[src/pda_cfg.svh]
`ifndef PDA_CFG_SVH
`define PDA_CFG_SVH

// ----------------------------------------------------------------
// function codes and contact polarity codes
// ----------------------------------------------------------------
`define PDA_FUNC_DEVIATION  8'h04
`define PDA_FUNC_ALARM      8'h05
`define PDA_POL_OPEN        2'h0
`define PDA_POL_CLOSED      2'h1

// ----------------------------------------------------------------
// widths and reset values
// ----------------------------------------------------------------
`define PDA_VALUE_WIDTH     16
// process values and threshold in 0.1 percent steps: 3.0 percent
`define PDA_THRESH_DEFAULT  16'h001E
`define PDA_TIMER_WIDTH     32

// ----------------------------------------------------------------
// timing
// ----------------------------------------------------------------
`define PDA_CLOCK_KHZ       100000
`define PDA_ALARM_DELAY_MS  300
// power-on contact delay must stay below 2 s, so take 1.5 s
`define PDA_POWERON_MS      1500
`define PDA_ALARM_DELAY_CYCLES (`PDA_ALARM_DELAY_MS * `PDA_CLOCK_KHZ)
`define PDA_POWERON_CYCLES     (`PDA_POWERON_MS * `PDA_CLOCK_KHZ)

`endif

[src/pda_pkg.sv]
`include "pda_cfg.svh"

package pda_pkg;

  typedef enum logic [7:0] {
    PDA_FN_DEVIATION = `PDA_FUNC_DEVIATION,
    PDA_FN_ALARM     = `PDA_FUNC_ALARM
  } pda_func_type;

  typedef enum logic [1:0] {
    PDA_POL_OPEN   = `PDA_POL_OPEN,
    PDA_POL_CLOSED = `PDA_POL_CLOSED
  } pda_pol_type;

  typedef logic [`PDA_VALUE_WIDTH-1:0] pda_value_type;

endpackage : pda_pkg

[src/pda_lag_timer.sv]
`timescale 1ns/1ps
`include "pda_cfg.svh"

// ----------------------------------------------------------------
// output follows input once the input has held for CYCLES clocks
// ----------------------------------------------------------------
module pda_lag_timer
  import pda_pkg::*;
#(
  parameter int CYCLES = 4,
  parameter int WIDTH  = `PDA_TIMER_WIDTH
) (
  input  wire logic             clock,
  input  wire logic             nrst,
  input  wire logic             d,
  output logic                  q,
  output logic [WIDTH-1:0]      count
);

  logic             q_reg;
  logic             q_next;
  logic [WIDTH-1:0] count_reg;
  logic [WIDTH-1:0] count_next;

  always_comb begin
    q_next     = q_reg;
    count_next = '0;
    if (d != q_reg) begin
      // a glitch shorter than the lag restarts the count
      if (count_reg >= WIDTH'(CYCLES - 1)) begin
        q_next = d;
      end else begin
        count_next = count_reg + WIDTH'(1);
      end
    end
  end

  always_ff @(posedge clock or negedge nrst) begin
    if (!nrst) begin
      q_reg     <= 1'b0;
      count_reg <= '0;
    end else begin
      q_reg     <= q_next;
      count_reg <= count_next;
    end
  end

  assign q     = q_reg;
  assign count = count_reg;

endmodule : pda_lag_timer

[src/pda_outputs.sv]
`timescale 1ns/1ps
`include "pda_cfg.svh"

// Notes on behaviour
// - error is absolute setpoint minus process value
// - deviation flag on when error above threshold
// - deviation flag off when error below threshold
// - threshold resets to three percent default
// - alarm routable to outputs eleven-fifteen or relay
// - alarm on while trip uncleared
// - alarm off when cleared, no fault
// - normally closed contact closes under two seconds
// - alarm stays valid without main power
// - alarm output lags internal alarm 300 ms
// - contact polarity code inverts relay logic
module pda_outputs
  import pda_pkg::*;
#(
  parameter int N_OC                = 5,
  parameter int ALARM_DELAY_CYCLES  = `PDA_ALARM_DELAY_CYCLES,
  parameter int POWERON_CYCLES      = `PDA_POWERON_CYCLES
) (
  input  wire logic                clock,
  input  wire logic                nrst,
  input  wire pda_value_type       setpoint,
  input  wire pda_value_type       process_value,
  input  wire pda_value_type       deviation_threshold_setting,
  input  wire logic                threshold_write,
  input  wire logic                trip_active,
  input  wire logic                fault_clear,
  input  wire logic                main_power_lost,
  input  wire logic [7:0]          oc_function_select [N_OC],
  input  wire logic [7:0]          relay_function_select,
  input  wire logic [1:0]          relay_contact_polarity,
  output logic [N_OC-1:0]          oc_out,
  output logic                     relay_first_contact,
  output logic                     relay_second_contact,
  output logic                     pid_deviation_flag,
  output logic                     fault_alarm_flag
);

  // ----------------------------------------------------------------
  // pid deviation
  // ----------------------------------------------------------------
  pda_value_type err_reg;
  pda_value_type err_next;
  pda_value_type thresh_reg;
  pda_value_type thresh_next;
  logic          dev_reg;
  logic          dev_next;
  logic          thresh_written_reg;
  logic          thresh_written_next;

  always_comb begin
    err_next = (setpoint >= process_value) ? (setpoint - process_value)
                                           : (process_value - setpoint);
    thresh_next         = thresh_reg;
    thresh_written_next = thresh_written_reg;
    if (threshold_write) begin
      thresh_next         = deviation_threshold_setting;
      thresh_written_next = 1'b1;
    end
    dev_next = dev_reg;
    if (err_reg > thresh_reg) begin
      dev_next = 1'b1;
    end else if (err_reg < thresh_reg) begin
      dev_next = 1'b0;
    end
  end

  always_ff @(posedge clock or negedge nrst) begin
    if (!nrst) begin
      err_reg            <= '0;
      thresh_reg         <= `PDA_THRESH_DEFAULT;
      dev_reg            <= 1'b0;
      thresh_written_reg <= 1'b0;
    end else begin
      err_reg            <= err_next;
      thresh_reg         <= thresh_next;
      dev_reg            <= dev_next;
      thresh_written_reg <= thresh_written_next;
    end
  end

  // ----------------------------------------------------------------
  // fault alarm
  // ----------------------------------------------------------------
  logic                        alarm_reg;
  logic                        alarm_next;
  logic                        alarm_out;
  logic                        relay_ready;
  logic [`PDA_TIMER_WIDTH-1:0] alarm_lag;

  always_comb begin
    alarm_next = alarm_reg;
    // trip wins over a clear that lands in the same cycle
    if (trip_active) begin
      alarm_next = 1'b1;
    end else if (fault_clear) begin
      alarm_next = 1'b0;
    end
  end

  // main_power_lost is left out on purpose: the control supply keeps
  // this logic alive, so the alarm stays as it is
  always_ff @(posedge clock or negedge nrst) begin
    if (!nrst) begin
      alarm_reg <= 1'b0;
    end else begin
      alarm_reg <= alarm_next;
    end
  end

  pda_lag_timer #(
    .CYCLES (ALARM_DELAY_CYCLES)
  ) u_alarm_lag (
    .clock (clock),
    .nrst  (nrst),
    .d     (alarm_reg),
    .q     (alarm_out),
    .count (alarm_lag)
  );

  pda_lag_timer #(
    .CYCLES (POWERON_CYCLES)
  ) u_poweron (
    .clock (clock),
    .nrst  (nrst),
    .d     (1'b1),
    .q     (relay_ready),
    .count ()
  );

  // ----------------------------------------------------------------
  // output routing
  // ----------------------------------------------------------------
  function automatic logic pda_route(input logic [7:0] code,
                                     input logic       dev,
                                     input logic       alm);
    logic r;
    r = 1'b0;
    if (code == `PDA_FUNC_DEVIATION) begin
      r = dev;
    end else if (code == `PDA_FUNC_ALARM) begin
      r = alm;
    end
    return r;
  endfunction : pda_route

  logic relay_src;
  logic first_closed;

  always_comb begin
    for (int i = 0; i < N_OC; i++) begin
      oc_out[i] = pda_route(oc_function_select[i], dev_reg, alarm_out);
    end
    relay_src = pda_route(relay_function_select, dev_reg, alarm_out);
    // unpowered, the contact rests with first pair open either way
    if (!relay_ready) begin
      first_closed = 1'b0;
    end else if (relay_contact_polarity == `PDA_POL_OPEN) begin
      first_closed = relay_src;
    end else begin
      first_closed = !relay_src;
    end
  end

  assign relay_first_contact  = first_closed;
  assign relay_second_contact = !first_closed;
  assign pid_deviation_flag   = dev_reg;
  assign fault_alarm_flag     = alarm_out;
endmodule : pda_outputs

[config.mk]
export PLATFORM = sky130hd
export DESIGN_NAME = pda_outputs
export DESIGN_NICKNAME = d
export VERILOG_FILES = /design/src/pda_pkg.sv /design/src/pda_lag_timer.sv /design/src/pda_outputs.sv
export VERILOG_INCLUDE_DIRS = /design/src
export SDC_FILE = /design/constraint.sdc
export NUM_CORES = 1
export LEC_CHECK = 0
export BUFFER_PORTS_ARGS = -buffer_cell sky130_fd_sc_hd__buf_2
export CAP_MARGIN = 15
export CELL_PAD_IN_SITES_DETAIL_PLACEMENT = 1
export CELL_PAD_IN_SITES_GLOBAL_PLACEMENT = 1
export CORE_MARGIN = 4
export CORE_UTILIZATION = 43
export CTS_CLUSTER_SIZE = 12
export DETAILED_ROUTE_END_ITERATION = 10
export PLACE_DENSITY_LB_ADDON = 0.1
export SKIP_CTS_REPAIR_TIMING = 1
export SYNTH_ARGS = -nofsm -noshare
export SYNTH_HDL_FRONTEND = slang
export SYNTH_SLANG_ARGS = --single-unit
[constraint.sdc]
create_clock -name clock -period 2.5 [get_ports clock]
set_input_delay 0.5 -clock clock [delete_from_list [all_inputs] [get_ports clock]]
set_output_delay 0.5 -clock clock [all_outputs]
set_load 0.02 [all_outputs]
After elaboration in Yosys (flattened, before gate mapping) --
Cells that the tools add are included.
Word-level totals: output and inout port bits 9, bits in registers 100, input bits 104, logic and storage cells 61
Cells by class: equal/unequal tests 13, add/sub/neg operators 4, order comparisons 5, reductions and logical operators 6, mux-type cells 25
Operators with widths (count):
- $mux 32 | 4
- $eq 8x3->1 const B | 12
- $add 32x1->32 const B | 2
- $ge 32x25->1 const B | 1
- $ge 32x28->1 const B | 1
- $sub 16x16->16 | 2
- $mux 1 | 20
- $ge 16x16->1 | 1
- $gt 16x16->1 | 1
- $lt 16x16->1 | 1
- $mux 16 | 1
- $reduce_bool 2->1 | 2
- $logic_not 1->1 | 2
- $logic_not 2->1 | 1
- $reduce_and 2->1 | 1
- $ne 1x1->1 | 1

Logic depth before layout (Yosys ltp) --
Gate-level depths: netlist (run 1).
depth in word-level cells 7, depth in mapped cells 11

Hierarchy --
From an unflattened synthesis (run 1), not the netlist that was laid out.
Unflattened totals: cell total of the unflattened synthesis 668, area total of the unflattened synthesis 6301.0 um^2
Modules (own cells, without submodules):
- pda_outputs | area each 3111.7 um^2, times used 1, sequential area each 855.8 um^2, cells an instance 367
- pda_lag_timer (u_poweron) | area each 1609.0 um^2, times used 1, sequential area each 825.8 um^2, cells an instance 152
- pda_lag_timer (u_alarm_lag) | area each 1580.3 um^2, times used 1, sequential area each 825.8 um^2, cells an instance 149

Least setup slack after synthesis (run 1) --
OpenSTA, ideal clock, no wires.
path kind in2reg, start input port setpoint[0], end register err_reg[13], required time 2.371 ns, cell stages on the path 10, slack 0.002 ns, arrival time 2.368 ns, cell sequence inv_1 -> ha_1 -> fa_1 -> nand3b_1 -> a21oi_1 -> nand4b_4 -> a21oi_4 -> a2111oi_0 -> o22ai_1 -> xor2_1
Between the ends: word-level cells in the longest chain between the ends 2
RTL lines:
- start, declared | RTL line pda_outputs.sv:25 | input wire pda_value_type setpoint,
- $sub 16x16->16 (tied with other cells) | RTL line pda_outputs.sv:56 | : (process_value - setpoint);
- $mux 16 (*) | RTL line pda_outputs.sv:55 | err_next = (setpoint >= process_value) ? (setpoint - process_value)
- via err_next[13] | RTL line pda_outputs.sv:46 | pda_value_type err_next;
- end signal, assigned | RTL line pda_outputs.sv:78 | err_reg <= err_next;
- end, declared | RTL line pda_outputs.sv:45 | pda_value_type err_reg;
Mark *: on every way through the listed nets, which the timed path passes. The rest lies on a longest branch. A chain may end at the register's enable or synchronous reset.

Final worst setup path (run 1) --
Ends and elaborated chain as after synthesis.

==> impl_metrics.toml, run 1 <==
[sta]
max_freq_ghz = 0.423
max_slew_margin_pct = 66.0
fin_tns_setup_ns = 0
finalSetupViolCount = 0
slew_worst_pin_ns = 0.509
layout_worst_path_cycle_share_pct = 94.6
final_max_slew_viol_count = 0
fin_crit_ns = 2.36
fin_ws_ns = 0.136
clock_skew_ns = 0.00607
final_hold_viol_count = 0

[critical_path]
worst-setup-path-type = "input port to flop"
regToRegEndpoint = "u_alarm_lag.count[22]"
regToRegSetupSlack_ns = 0.25
worst-endpoint-required_ns = 2.73
rr_worst_depth = 8
worstPathMaxFanout = 4
crit_path_arrival_time_ns = 2.60
startpoint_type = "input port"
reg2reg_from = "u_alarm_lag.count[0]"
setup.worst_path.end_class = "flop"

[logic_synthesis]
post_synth_inst_count = 670
synth-warning-count = 0
avg_inst_size_synth_um2 = 9.26
synth.lib_cells_used.distinct = 71
synth.yosys.seq_area_share_pct = 40.4
post_syn_area_mm2 = 0.00620
main_synth_ff_type = "dfrtp_1"
asyncSetResetFlopFracSynth_pct = 100
synth-edff-count = 0
postSynthRegisterBits = 100

[floorplanning]
dieArea_mm2 = 0.0164
fp-row-count = 43
core_area_mm2 = 0.0140
io_pins = 113
die_h_um = 128
initial_core_util_pct = 44.3
horiz_die_dim_um = 128

[clock_tree]
clock-root-buffer = "clkbuf_16"
clk_pin_slew_ns = 0.07
cts_buffers = 9
clkLatencyLatePin_ns = 0.35
cts.path.max_buffers = 2
maximum_level_of_the_cts_h_tree = 3
cts_tree = "built"
clkSinkCount = 100

[power]
pwr-share-seq_pct = 43.6
vdd_ir_drop_max_uv = 315
leakagePower_nw = 3.70
internal_power_mw = 2.89
power_switching_mw = 1.23
power_switching_share_pct = 29.9
clock_power_share_pct = 32.5
power.density_mw_per_mm2 = 542
power.combinational.fraction_pct = 23.9

[finish]
layout_cell_share_with_drive_strength_beyond_1_pct = 24.7
fin_area_mm2 = 0.00760
finish.utilization_pct = 54.3
area_delta_synth_final_pct = 22.5
num-nets-final = 988
n_fill_cell = 1685
final_cells = 1018
diodes_inserted = 0

[global_route]
grt_first_pass_wirelength_um = 27700
antenna_found_initial = 0
gr-total-overflow = 0
number_of_global_route_vias_before_repair = 6020
maximum_number_of_pins_on_one_net_before_global_route_repair = 63
grtUsageTotal_pct = 20.6

[job]
cap_viol_max_count = 0

[placement]
place_worst_setup_slack_ns = -0.331
io_buffer_count = 111
numPlacedInstances = 1002
hpwlAfterDp_um = 12900
post_dp_cell_area_mm2 = 0.00730
gpl.final_weighted_congestion = 0.846

[hold_path]
hold_class = "input port to asynchronous set/reset pin"

[route]
initialDrtViolationCount = 178
drt-total-wl_um = 16400
route.vias.total = 5336
avgRoutedWirePerCell_um = 16.1
via_per_inst = 5.24
route.detailed.drc = 0
drt.antenna.violating_nets = 0
pre_antenna_drt_iters = 4

[status]
result_of_the_run = "finished, final reports clean"
[worst max path at each step]
stage           startpoint           to  slack [ns]  cells after the start
2_1_floorplan  setpoint[0]  err_reg[13]       0.002                     10
3_3_place_gp   setpoint[0]  err_reg[13]       -0.23                     11
3_5_place_dp   setpoint[0]  err_reg[13]       -0.33                     11
4_1_cts        setpoint[0]  err_reg[13]        0.06                     11
5_1_grt        setpoint[0]  err_reg[10]       -0.03                     12
6_report       setpoint[0]  err_reg[13]        0.14                     11
[placed cells by master (no fill, tap or decap), drive strengths merged, types with 11 or more instances in the layout]
cell type	count
buf	162
dfrtp	96
nor2	82
nand2	65
inv	56
ha	49
xor2	36
o21ai	33
a21oi	31
nand3	27
xnor2	27
a21o	20
and3	16
nor3	12
conb	11
[per-stage QoR]
stage / hold slack, ns / power, mW
CTS: 0.133 / 4.17
finish: 0.123 / 4.12
global route: 0.160 / 4.36
detailed placement: 0.481 / 2.81
global placement: 0.466 / 2.76
floorplan: 0.204 / 2.40
[synthesized netlist by cell type (2+ instances only)]
| master | instances | area (um^2) |
|---|---|---|
| and3_1 | 14 | 87.6 |
| buf_6 | 4 | 45.0 |
| and4_1 | 4 | 35.0 |
| fa_1 | 2 | 40.0 |
| buf_4 | 3 | 22.5 |
| a21oi_4 | 2 | 32.5 |
| o21ai_0 | 21 | 105 |
| dfrtp_1 | 96 | 2400 |
| a21oi_1 | 27 | 135 |
| o211ai_1 | 6 | 45.0 |
| nor4_1 | 6 | 37.5 |
| nor4b_1 | 7 | 61.3 |
| mux2_2 | 5 | 56.3 |
| a21oi_2 | 2 | 17.5 |
| nand2_1 | 65 | 244 |
| a31oi_1 | 7 | 43.8 |
| nor3_1 | 11 | 55.1 |
| nand3_1 | 27 | 135 |
| clkbuf_1 | 4 | 15.0 |
| o21a_1 | 3 | 22.5 |
| nor2_1 | 81 | 304 |
| nand3b_1 | 3 | 22.5 |
| buf_2 | 8 | 40.0 |
| nor2b_1 | 6 | 37.5 |
| nand4_1 | 7 | 43.8 |
| ha_1 | 49 | 613 |
| o31a_1 | 2 | 17.5 |
| xnor2_1 | 27 | 236 |
| a21o_1 | 19 | 143 |
| or4_1 | 3 | 22.5 |
| nand2b_1 | 3 | 18.8 |
| o21ai_1 | 11 | 55.1 |
| inv_1 | 55 | 206 |
| dfstp_2 | 4 | 105 |
| mux2i_1 | 5 | 50.1 |
| xor2_1 | 36 | 315 |
[cell families (layout without fill, tap and decap cells)]
kind of cell,count (synthesis),in the layout,synth area share (%)
flops,100,100,40.4
other cells,1,11,0.0605
mux,11,11,1.90
simple gates,250,250,19.9
fa+ha+maj,51,51,10.5
buf+inv,75,233,5.37
compound gates,119,119,12.9
xor+xnor,63,63,8.90
[power by group through the flow]
stage          Clock [mW]  Combinational (mW)  Sequential [mW]
2_1_floorplan           0               0.588             1.81
3_3_place_gp            0               0.941             1.82
3_5_place_dp            0               0.983             1.83
4_1_cts              1.37               0.995             1.80
5_1_grt              1.44                1.11             1.81
6_report             1.34               0.984             1.80
[layer usage]
metal  up-vias  track usage [%]  wire length [um]
li1       2602                -                 -
met1      2650             22.8              6580
met2        62             40.8              9190
met3        22             1.96               294
met4         0             6.87               301
met5         -                0                 0
[final cells by class]
cell class,count,area (um^2),share of cell area [%]
inverter,55,206,2.72
clock buffer,9,225,2.96
sequential,100,2510,33.0
clock inverter,7,61.3,0.807
timing repair buffer,162,966,12.7
multi-input combinational,505,3410,44.8
tap,180,225,2.96
[worst max-delay path, cell delays in order]
cell,delay [ns]
buf_2,0.09
inv_1,0.04
ha_1,0.21
fa_1,0.38
nand3b_1,0.21
a21oi_2,0.21
nand4b_4,0.21
a21oi_4,0.08
a2111oi_1,0.34
o22ai_1,0.16
xor2_1,0.16
(Power assumes the default switching activity.)
==> run 2: changes to the inputs <==
--- a/config.mk
+++ b/config.mk
@@ -10,11 +10,13 @@
 export CAP_MARGIN = 15
 export CELL_PAD_IN_SITES_DETAIL_PLACEMENT = 1
 export CELL_PAD_IN_SITES_GLOBAL_PLACEMENT = 1
+export CORE_ASPECT_RATIO = 1.2
 export CORE_MARGIN = 4
 export CORE_UTILIZATION = 43
 export CTS_CLUSTER_SIZE = 12
 export DETAILED_ROUTE_END_ITERATION = 10
 export PLACE_DENSITY_LB_ADDON = 0.1
+export SETUP_SLACK_MARGIN = 0.15
 export SKIP_CTS_REPAIR_TIMING = 1
 export SYNTH_ARGS = -nofsm -noshare
 export SYNTH_HDL_FRONTEND = slang
==> impl_metrics.toml, run 2 (synthesis results as in run 1) <==
[status]
result_of_the_run = "finished, final reports clean"

[sta]
slew_worst_pin_ns = 0.515
layout_worst_path_cycle_share_pct = 90.9
fin_ws_ns = 0.227
max_slew_margin_pct = 65.2
final_hold_viol_count = 0
grt_setup_unrepaired = "yes"
clock_skew_ns = 0.0102
fin_crit_ns = 2.27
final_max_slew_viol_count = 0
finalSetupViolCount = 0
max_freq_ghz = 0.440

[power]
p_total_mw = 4.17
power.density_mw_per_mm2 = 541
vdd_ir_drop_max_uv = 287
leakagePower_nw = 3.73

[floorplanning]
horiz_die_dim_um = 118
dieArea_mm2 = 0.0164
core_area_mm2 = 0.0140
fp-row-count = 47
initial_core_util_pct = 44.3
die_h_um = 140
io_pins = 113

[finish]
layout_cell_share_with_drive_strength_beyond_1_pct = 26.9
mostFrequentLayoutCell = "buf_2"
num-nets-final = 990
area_delta_synth_final_pct = 24.3
n_fill_cell = 1683
final_cell_mix = "110 x buf_2, 95 x dfrtp_1, 81 x nor2_1, 64 x nand2_1, 54 x inv_1"
fin_area_mm2 = 0.00771
final_cells = 1012

[critical_path]
worst-endpoint-required_ns = 2.77
setup.worst_path.end_class = "flop"
worstPathMaxFanout = 11
startpoint_type = "input port"
crit_path_arrival_time_ns = 2.54
worst-setup-path-type = "input port to flop"

[route]
via_per_inst = 5.29
route.vias.total = 5353
avgRoutedWirePerCell_um = 16.2
initialDrtViolationCount = 217
route.detailed.drc = 0
drt-total-wl_um = 16400
pre_antenna_drt_iters = 4
drt.antenna.violating_nets = 0

[placement]
numPlacedInstances = 991
place_worst_setup_slack_ns = -0.165
post_dp_cell_area_mm2 = 0.00732
hpwlAfterDp_um = 13200
gpl.final_weighted_congestion = 0.867
io_buffer_count = 111

[job]
cap_viol_max_count = 0

[clock_tree]
clock-root-buffer = "clkbuf_16"
cts_buffers = 9
clk_pin_slew_ns = 0.07
cts_tree = "built"
cts.path.max_buffers = 2
maximum_level_of_the_cts_h_tree = 3
clkLatencyLatePin_ns = 0.35
clkSinkCount = 100

[global_route]
grt_first_pass_wirelength_um = 27700
number_of_global_route_vias_before_repair = 5969
maximum_number_of_pins_on_one_net_before_global_route_repair = 46
grtUsageTotal_pct = 20.2
gr-total-overflow = 0
antenna_found_initial = 1

[hold_path]
hold_class = "input port to asynchronous set/reset pin"
==> run 2: changes by cell type in the layout (fill, tap and decap cells not counted), sizes merged <==
cell	previous run	this run
buf	162	164
inv	56	58
diode	0	1
clkinvlp	0	1
clkinv	6	3
==> run 2: report_power, final <==
part	total [mW]	internal, mW	switching [mW]
logic	1.05	0.488	0.562
registers	1.78	1.73	0.0501
clock network	1.34	0.691	0.647
total	4.17	2.91	1.26
==> run 2: layout make-up <==
| cell class | instances | area (um^2) | area share, % |
|---|---|---|---|
| antenna | 1 | 2.50 | 0.0325 |
| clock buffer | 9 | 225 | 2.92 |
| clock inverter | 7 | 58.8 | 0.763 |
| inverter | 55 | 209 | 2.71 |
| multi-input combinational | 505 | 3500 | 45.4 |
| sequential | 100 | 2510 | 32.5 |
| tap | 171 | 214 | 2.78 |
| timing repair buffer | 164 | 988 | 12.8 |
==> run 2: path summary, 6_finish.rpt <==
kind / cells past startpoint / to / slack [ns] / startpoint
min: 1 / u_alarm_lag.count[7] / 0.06 / nrst
max reg2reg: 8 / u_alarm_lag.count[22] / 0.31 / u_alarm_lag.count[0]
min in group clock: 2 / alarm_reg / 0.34 / trip_active
max: 11 / err_reg[2] / 0.23 / setpoint[0]
max in group asynchronous: 2 / u_poweron.count[2] / 1.71 / nrst
min reg2reg: 1 / u_alarm_lag.count[0] / 0.49 / u_alarm_lag.count[0]
==> run 2: through the flow <==
stage	TNS (ns)	hold slack, ns	util [%]
after floorplan	0	0.204	-
after global placement	-0.646	0.439	52.3
after detailed placement	-1.22	0.439	52.3
after CTS	0	0.0698	54.3
after global routing	0	0.0778	55.1
final	0	0.0575	55.1
==> run 2: critical path: stages <==
cell and delay (ns):
buf_2 0.09, inv_1 0.04, ha_2 0.18, fa_2 0.35, nand3b_1 0.20, a21oi_2 0.19
and4b_4 0.25, o21ai_4 0.18, buf_12 0.15, mux2i_1 0.25, xor2_1 0.16
==> run 2: per-layer routing <==
metal	vias up	part of all wire, %	GRT usage [%]
met1	2647	39	21.8
met4	0	2.4	6.23
li1	2602	-	-
met5	-	0	0
met2	74	57	40.4
met3	30	1.9	2.72
==> run 3: changes to the inputs <==
--- a/config.mk
+++ b/config.mk
@@ -6,13 +6,14 @@
 export SDC_FILE = /design/constraint.sdc
 export NUM_CORES = 1
 export LEC_CHECK = 0
+export ABC_AREA = 1
 export BUFFER_PORTS_ARGS = -buffer_cell sky130_fd_sc_hd__buf_2
 export CAP_MARGIN = 15
 export CELL_PAD_IN_SITES_DETAIL_PLACEMENT = 1
 export CELL_PAD_IN_SITES_GLOBAL_PLACEMENT = 1
 export CORE_ASPECT_RATIO = 1.2
 export CORE_MARGIN = 4
-export CORE_UTILIZATION = 43
+export CORE_UTILIZATION = 41
 export CTS_CLUSTER_SIZE = 12
 export DETAILED_ROUTE_END_ITERATION = 10
 export PLACE_DENSITY_LB_ADDON = 0.1
==> impl_metrics.toml, run 3 <==
[status]
result_of_the_run = "finished, final reports clean"

[critical_path]
timing.critical_path.slowest_cell_delay_ns = 0.42
setup.worst_path.end_class = "output pin"
cp_slowest_cell = "dfrtp_1"
path_cells = "inv_2 -> nand2_1 -> o21ai_1 -> nor3_1 -> o21ai_0 -> nand3_1 -> inv_1 -> buf_2"
worst-endpoint-required_ns = 2.00
startpoint_type = "flop"
worst-setup-path-type = "flop to output pin"
crit_path_arrival_time_ns = 1.64
worstPathMaxFanout = 6
regToRegSetupSlack_ns = 0.58

[clock_tree]
maximum_level_of_the_cts_h_tree = 3
clock-root-buffer = "clkbuf_16"
clk_pin_slew_ns = 0.07
cts_buffers = 9
cts.path.max_buffers = 2
clkSinkCount = 100
clkLatencyLatePin_ns = 0.35
cts_tree = "built"

[logic_synthesis]
post_synth_inst_count = 1017
asyncSetResetFlopFracSynth_pct = 100
dominant_cells_by_area_after_synthesis = "dfrtp_1 34%, nand2_1 17%, inv_1 9.0%, ha_1 8.6%, nor2_1 6.5%"
postSynthRegisterBits = 100
main_synth_ff_type = "dfrtp_1"
synth_top_cell_by_area = "dfrtp_1"
post-synth-top-area-fraction_pct = 33.8
post_syn_area_mm2 = 0.00711
yosys-top-cells-count = "313 x nand2_1, 170 x inv_1, 124 x nor2_1, 96 x dfrtp_1, 49 x ha_1"
synth.yosys.seq_area_share_pct = 35.3
synth.lib_cells_used.distinct = 40
avg_inst_size_synth_um2 = 6.99
synth-edff-count = 0
synth-warning-count = 0
yosys.cell_count.top_type = "nand2_1"

[sta]
fin_tns_setup_ns = 0
final_hold_viol_count = 0
slew_worst_pin_ns = 0.538
fin_crit_ns = 2.14
layout_worst_path_cycle_share_pct = 85.5
max_slew_margin_pct = 64.2
final_max_slew_viol_count = 0
finalSetupViolCount = 0
grt_setup_unrepaired = "no"
clock_skew_ns = 0.00797
hold_ws_ns = 0.186
fin_ws_ns = 0.363
max_freq_ghz = 0.468

[floorplanning]
core_area_mm2 = 0.0170
die_h_um = 152
io_pins = 113
dieArea_mm2 = 0.0195
initial_core_util_pct = 41.9
fp-row-count = 52
horiz_die_dim_um = 128

[global_route]
grtUsageTotal_pct = 19.5
gr-total-overflow = 0
maximum_number_of_pins_on_one_net_before_global_route_repair = 101
met3_usage_pct = 1.96
grt_first_pass_wirelength_um = 31800
number_of_global_route_vias_before_repair = 7052
grt_util_met2_pct = 37.6
groute.layer.met1.usage_pct = 22.0
gr-max-usage-layer = "met2"
antenna_found_initial = 1

[placement]
io_buffer_count = 111
hpwlAfterDp_um = 15200
place_worst_setup_slack_ns = 0.175
gpl.final_weighted_congestion = 0.821

[hold_path]
hold_class = "input port to asynchronous set/reset pin"

[route]
avgRoutedWirePerCell_um = 13.5
drt.antenna.violating_nets = 0
route.detailed.drc = 0
initialDrtViolationCount = 173
drt-total-wl_um = 18300
route.vias.total = 6553
pre_antenna_drt_iters = 4
via_per_inst = 4.81

[power]
power.density_mw_per_mm2 = 486
p_total_mw = 3.99
power_switching_mw = 1.21
clock_power_share_pct = 32.0
power.combinational.fraction_pct = 23.9
pwr-share-seq_pct = 44.1
internal_power_mw = 2.78
power_switching_share_pct = 30.3
vdd_ir_drop_max_uv = 259
leakagePower_nw = 4.40

[finish]
n_fill_cell = 2275
num-nets-final = 1294
mostFrequentLayoutCell = "nand2_1"
final_cell_mix = "313 x nand2_1, 169 x inv_1, 124 x nor2_1, 110 x buf_2, 96 x dfrtp_1"
area_delta_synth_final_pct = 15.5
layout_cell_share_with_drive_strength_beyond_1_pct = 14.1

[job]
cap_viol_max_count = 0
run 3: cell types whose count changed in the layout (fill, tap and decap cells not counted), moves of 17 or more:
| cell | before | now |
|---|---|---|
| a21o_1 | 19 | 1 |
| nand3_1 | 26 | 48 |
| nand2_1 | 64 | 313 |
| xnor2_1 | 27 | 10 |
| nor2_1 | 81 | 124 |
| inv_1 | 54 | 169 |
| buf_4 | 50 | 5 |
run 3: kinds of logic after synthesis:
logic type / share of synthesized area, %
flops: 35.3
buf+inv: 10.6
xor+xnor: 6.16
other cells: 0.0527
simple gates: 32.6
mux: 0.158
compound gates: 6.02
fa+ha+maj: 9.18
run 3: metal layers:
layer | routed length [um] | vias up
met5 | 0 | -
met4 | 461 | 0
met3 | 330 | 28
met2 | 10200 | 71
met1 | 7390 | 3092
li1 | - | 3362
run 3: power by group through the flow:
stage | Sequential (mW) | Clock (mW) | Combinational, mW
2_1_floorplan | 1.80 | 0 | 0.608
3_3_place_gp | 1.79 | 0 | 0.932
3_5_place_dp | 1.79 | 0 | 0.972
4_1_cts | 1.76 | 1.31 | 0.977
5_1_grt | 1.77 | 1.38 | 1.12
6_report | 1.76 | 1.28 | 0.953
run 3: worst paths after layout:
check / from / to / depth (start not counted)
hold / removal: nrst / u_alarm_lag.count[18] / 2
max in group asynchronous: nrst / u_poweron.count[25] / 2
setup / recovery: u_alarm_lag.q / relay_first_contact / 8
hold reg to reg: u_alarm_lag.count[0] / u_alarm_lag.count[0] / 1
setup reg to reg: u_poweron.count[0] / u_poweron.count[17] / 10
min in group clock: fault_clear / alarm_reg / 2
run 3: final cells by class:
class / instances / area, um^2 / share of cell area [%]
tap: 216 / 270 / 3.29
antenna: 1 / 2.50 / 0.0305
timing repair buffer: 117 / 628 / 7.65
clock inverter: 3 / 15.0 / 0.183
inverter: 173 / 649 / 7.90
sequential: 100 / 2510 / 30.5
multi-input combinational: 738 / 3890 / 47.4
clock buffer: 13 / 250 / 3.05
run 3: worst max-delay path, delay by kind of cell (launching register included):
family,cells,cell delay [ns]
AOI/OAI and AO/OA,2,0.26
DFF,1,0.42
and+or+nand+nor,3,0.26
buffers and inverters,3,0.37
run 3: per-stage QoR:
stage	util (%)	area [um^2]	instances
global route	48.4	8220	1361
CTS	48.4	8210	1360
finish	48.4	8220	1361
detailed placement	46.8	7950	1344
global placement	46.8	7950	1344
floorplan	-	7150	1027
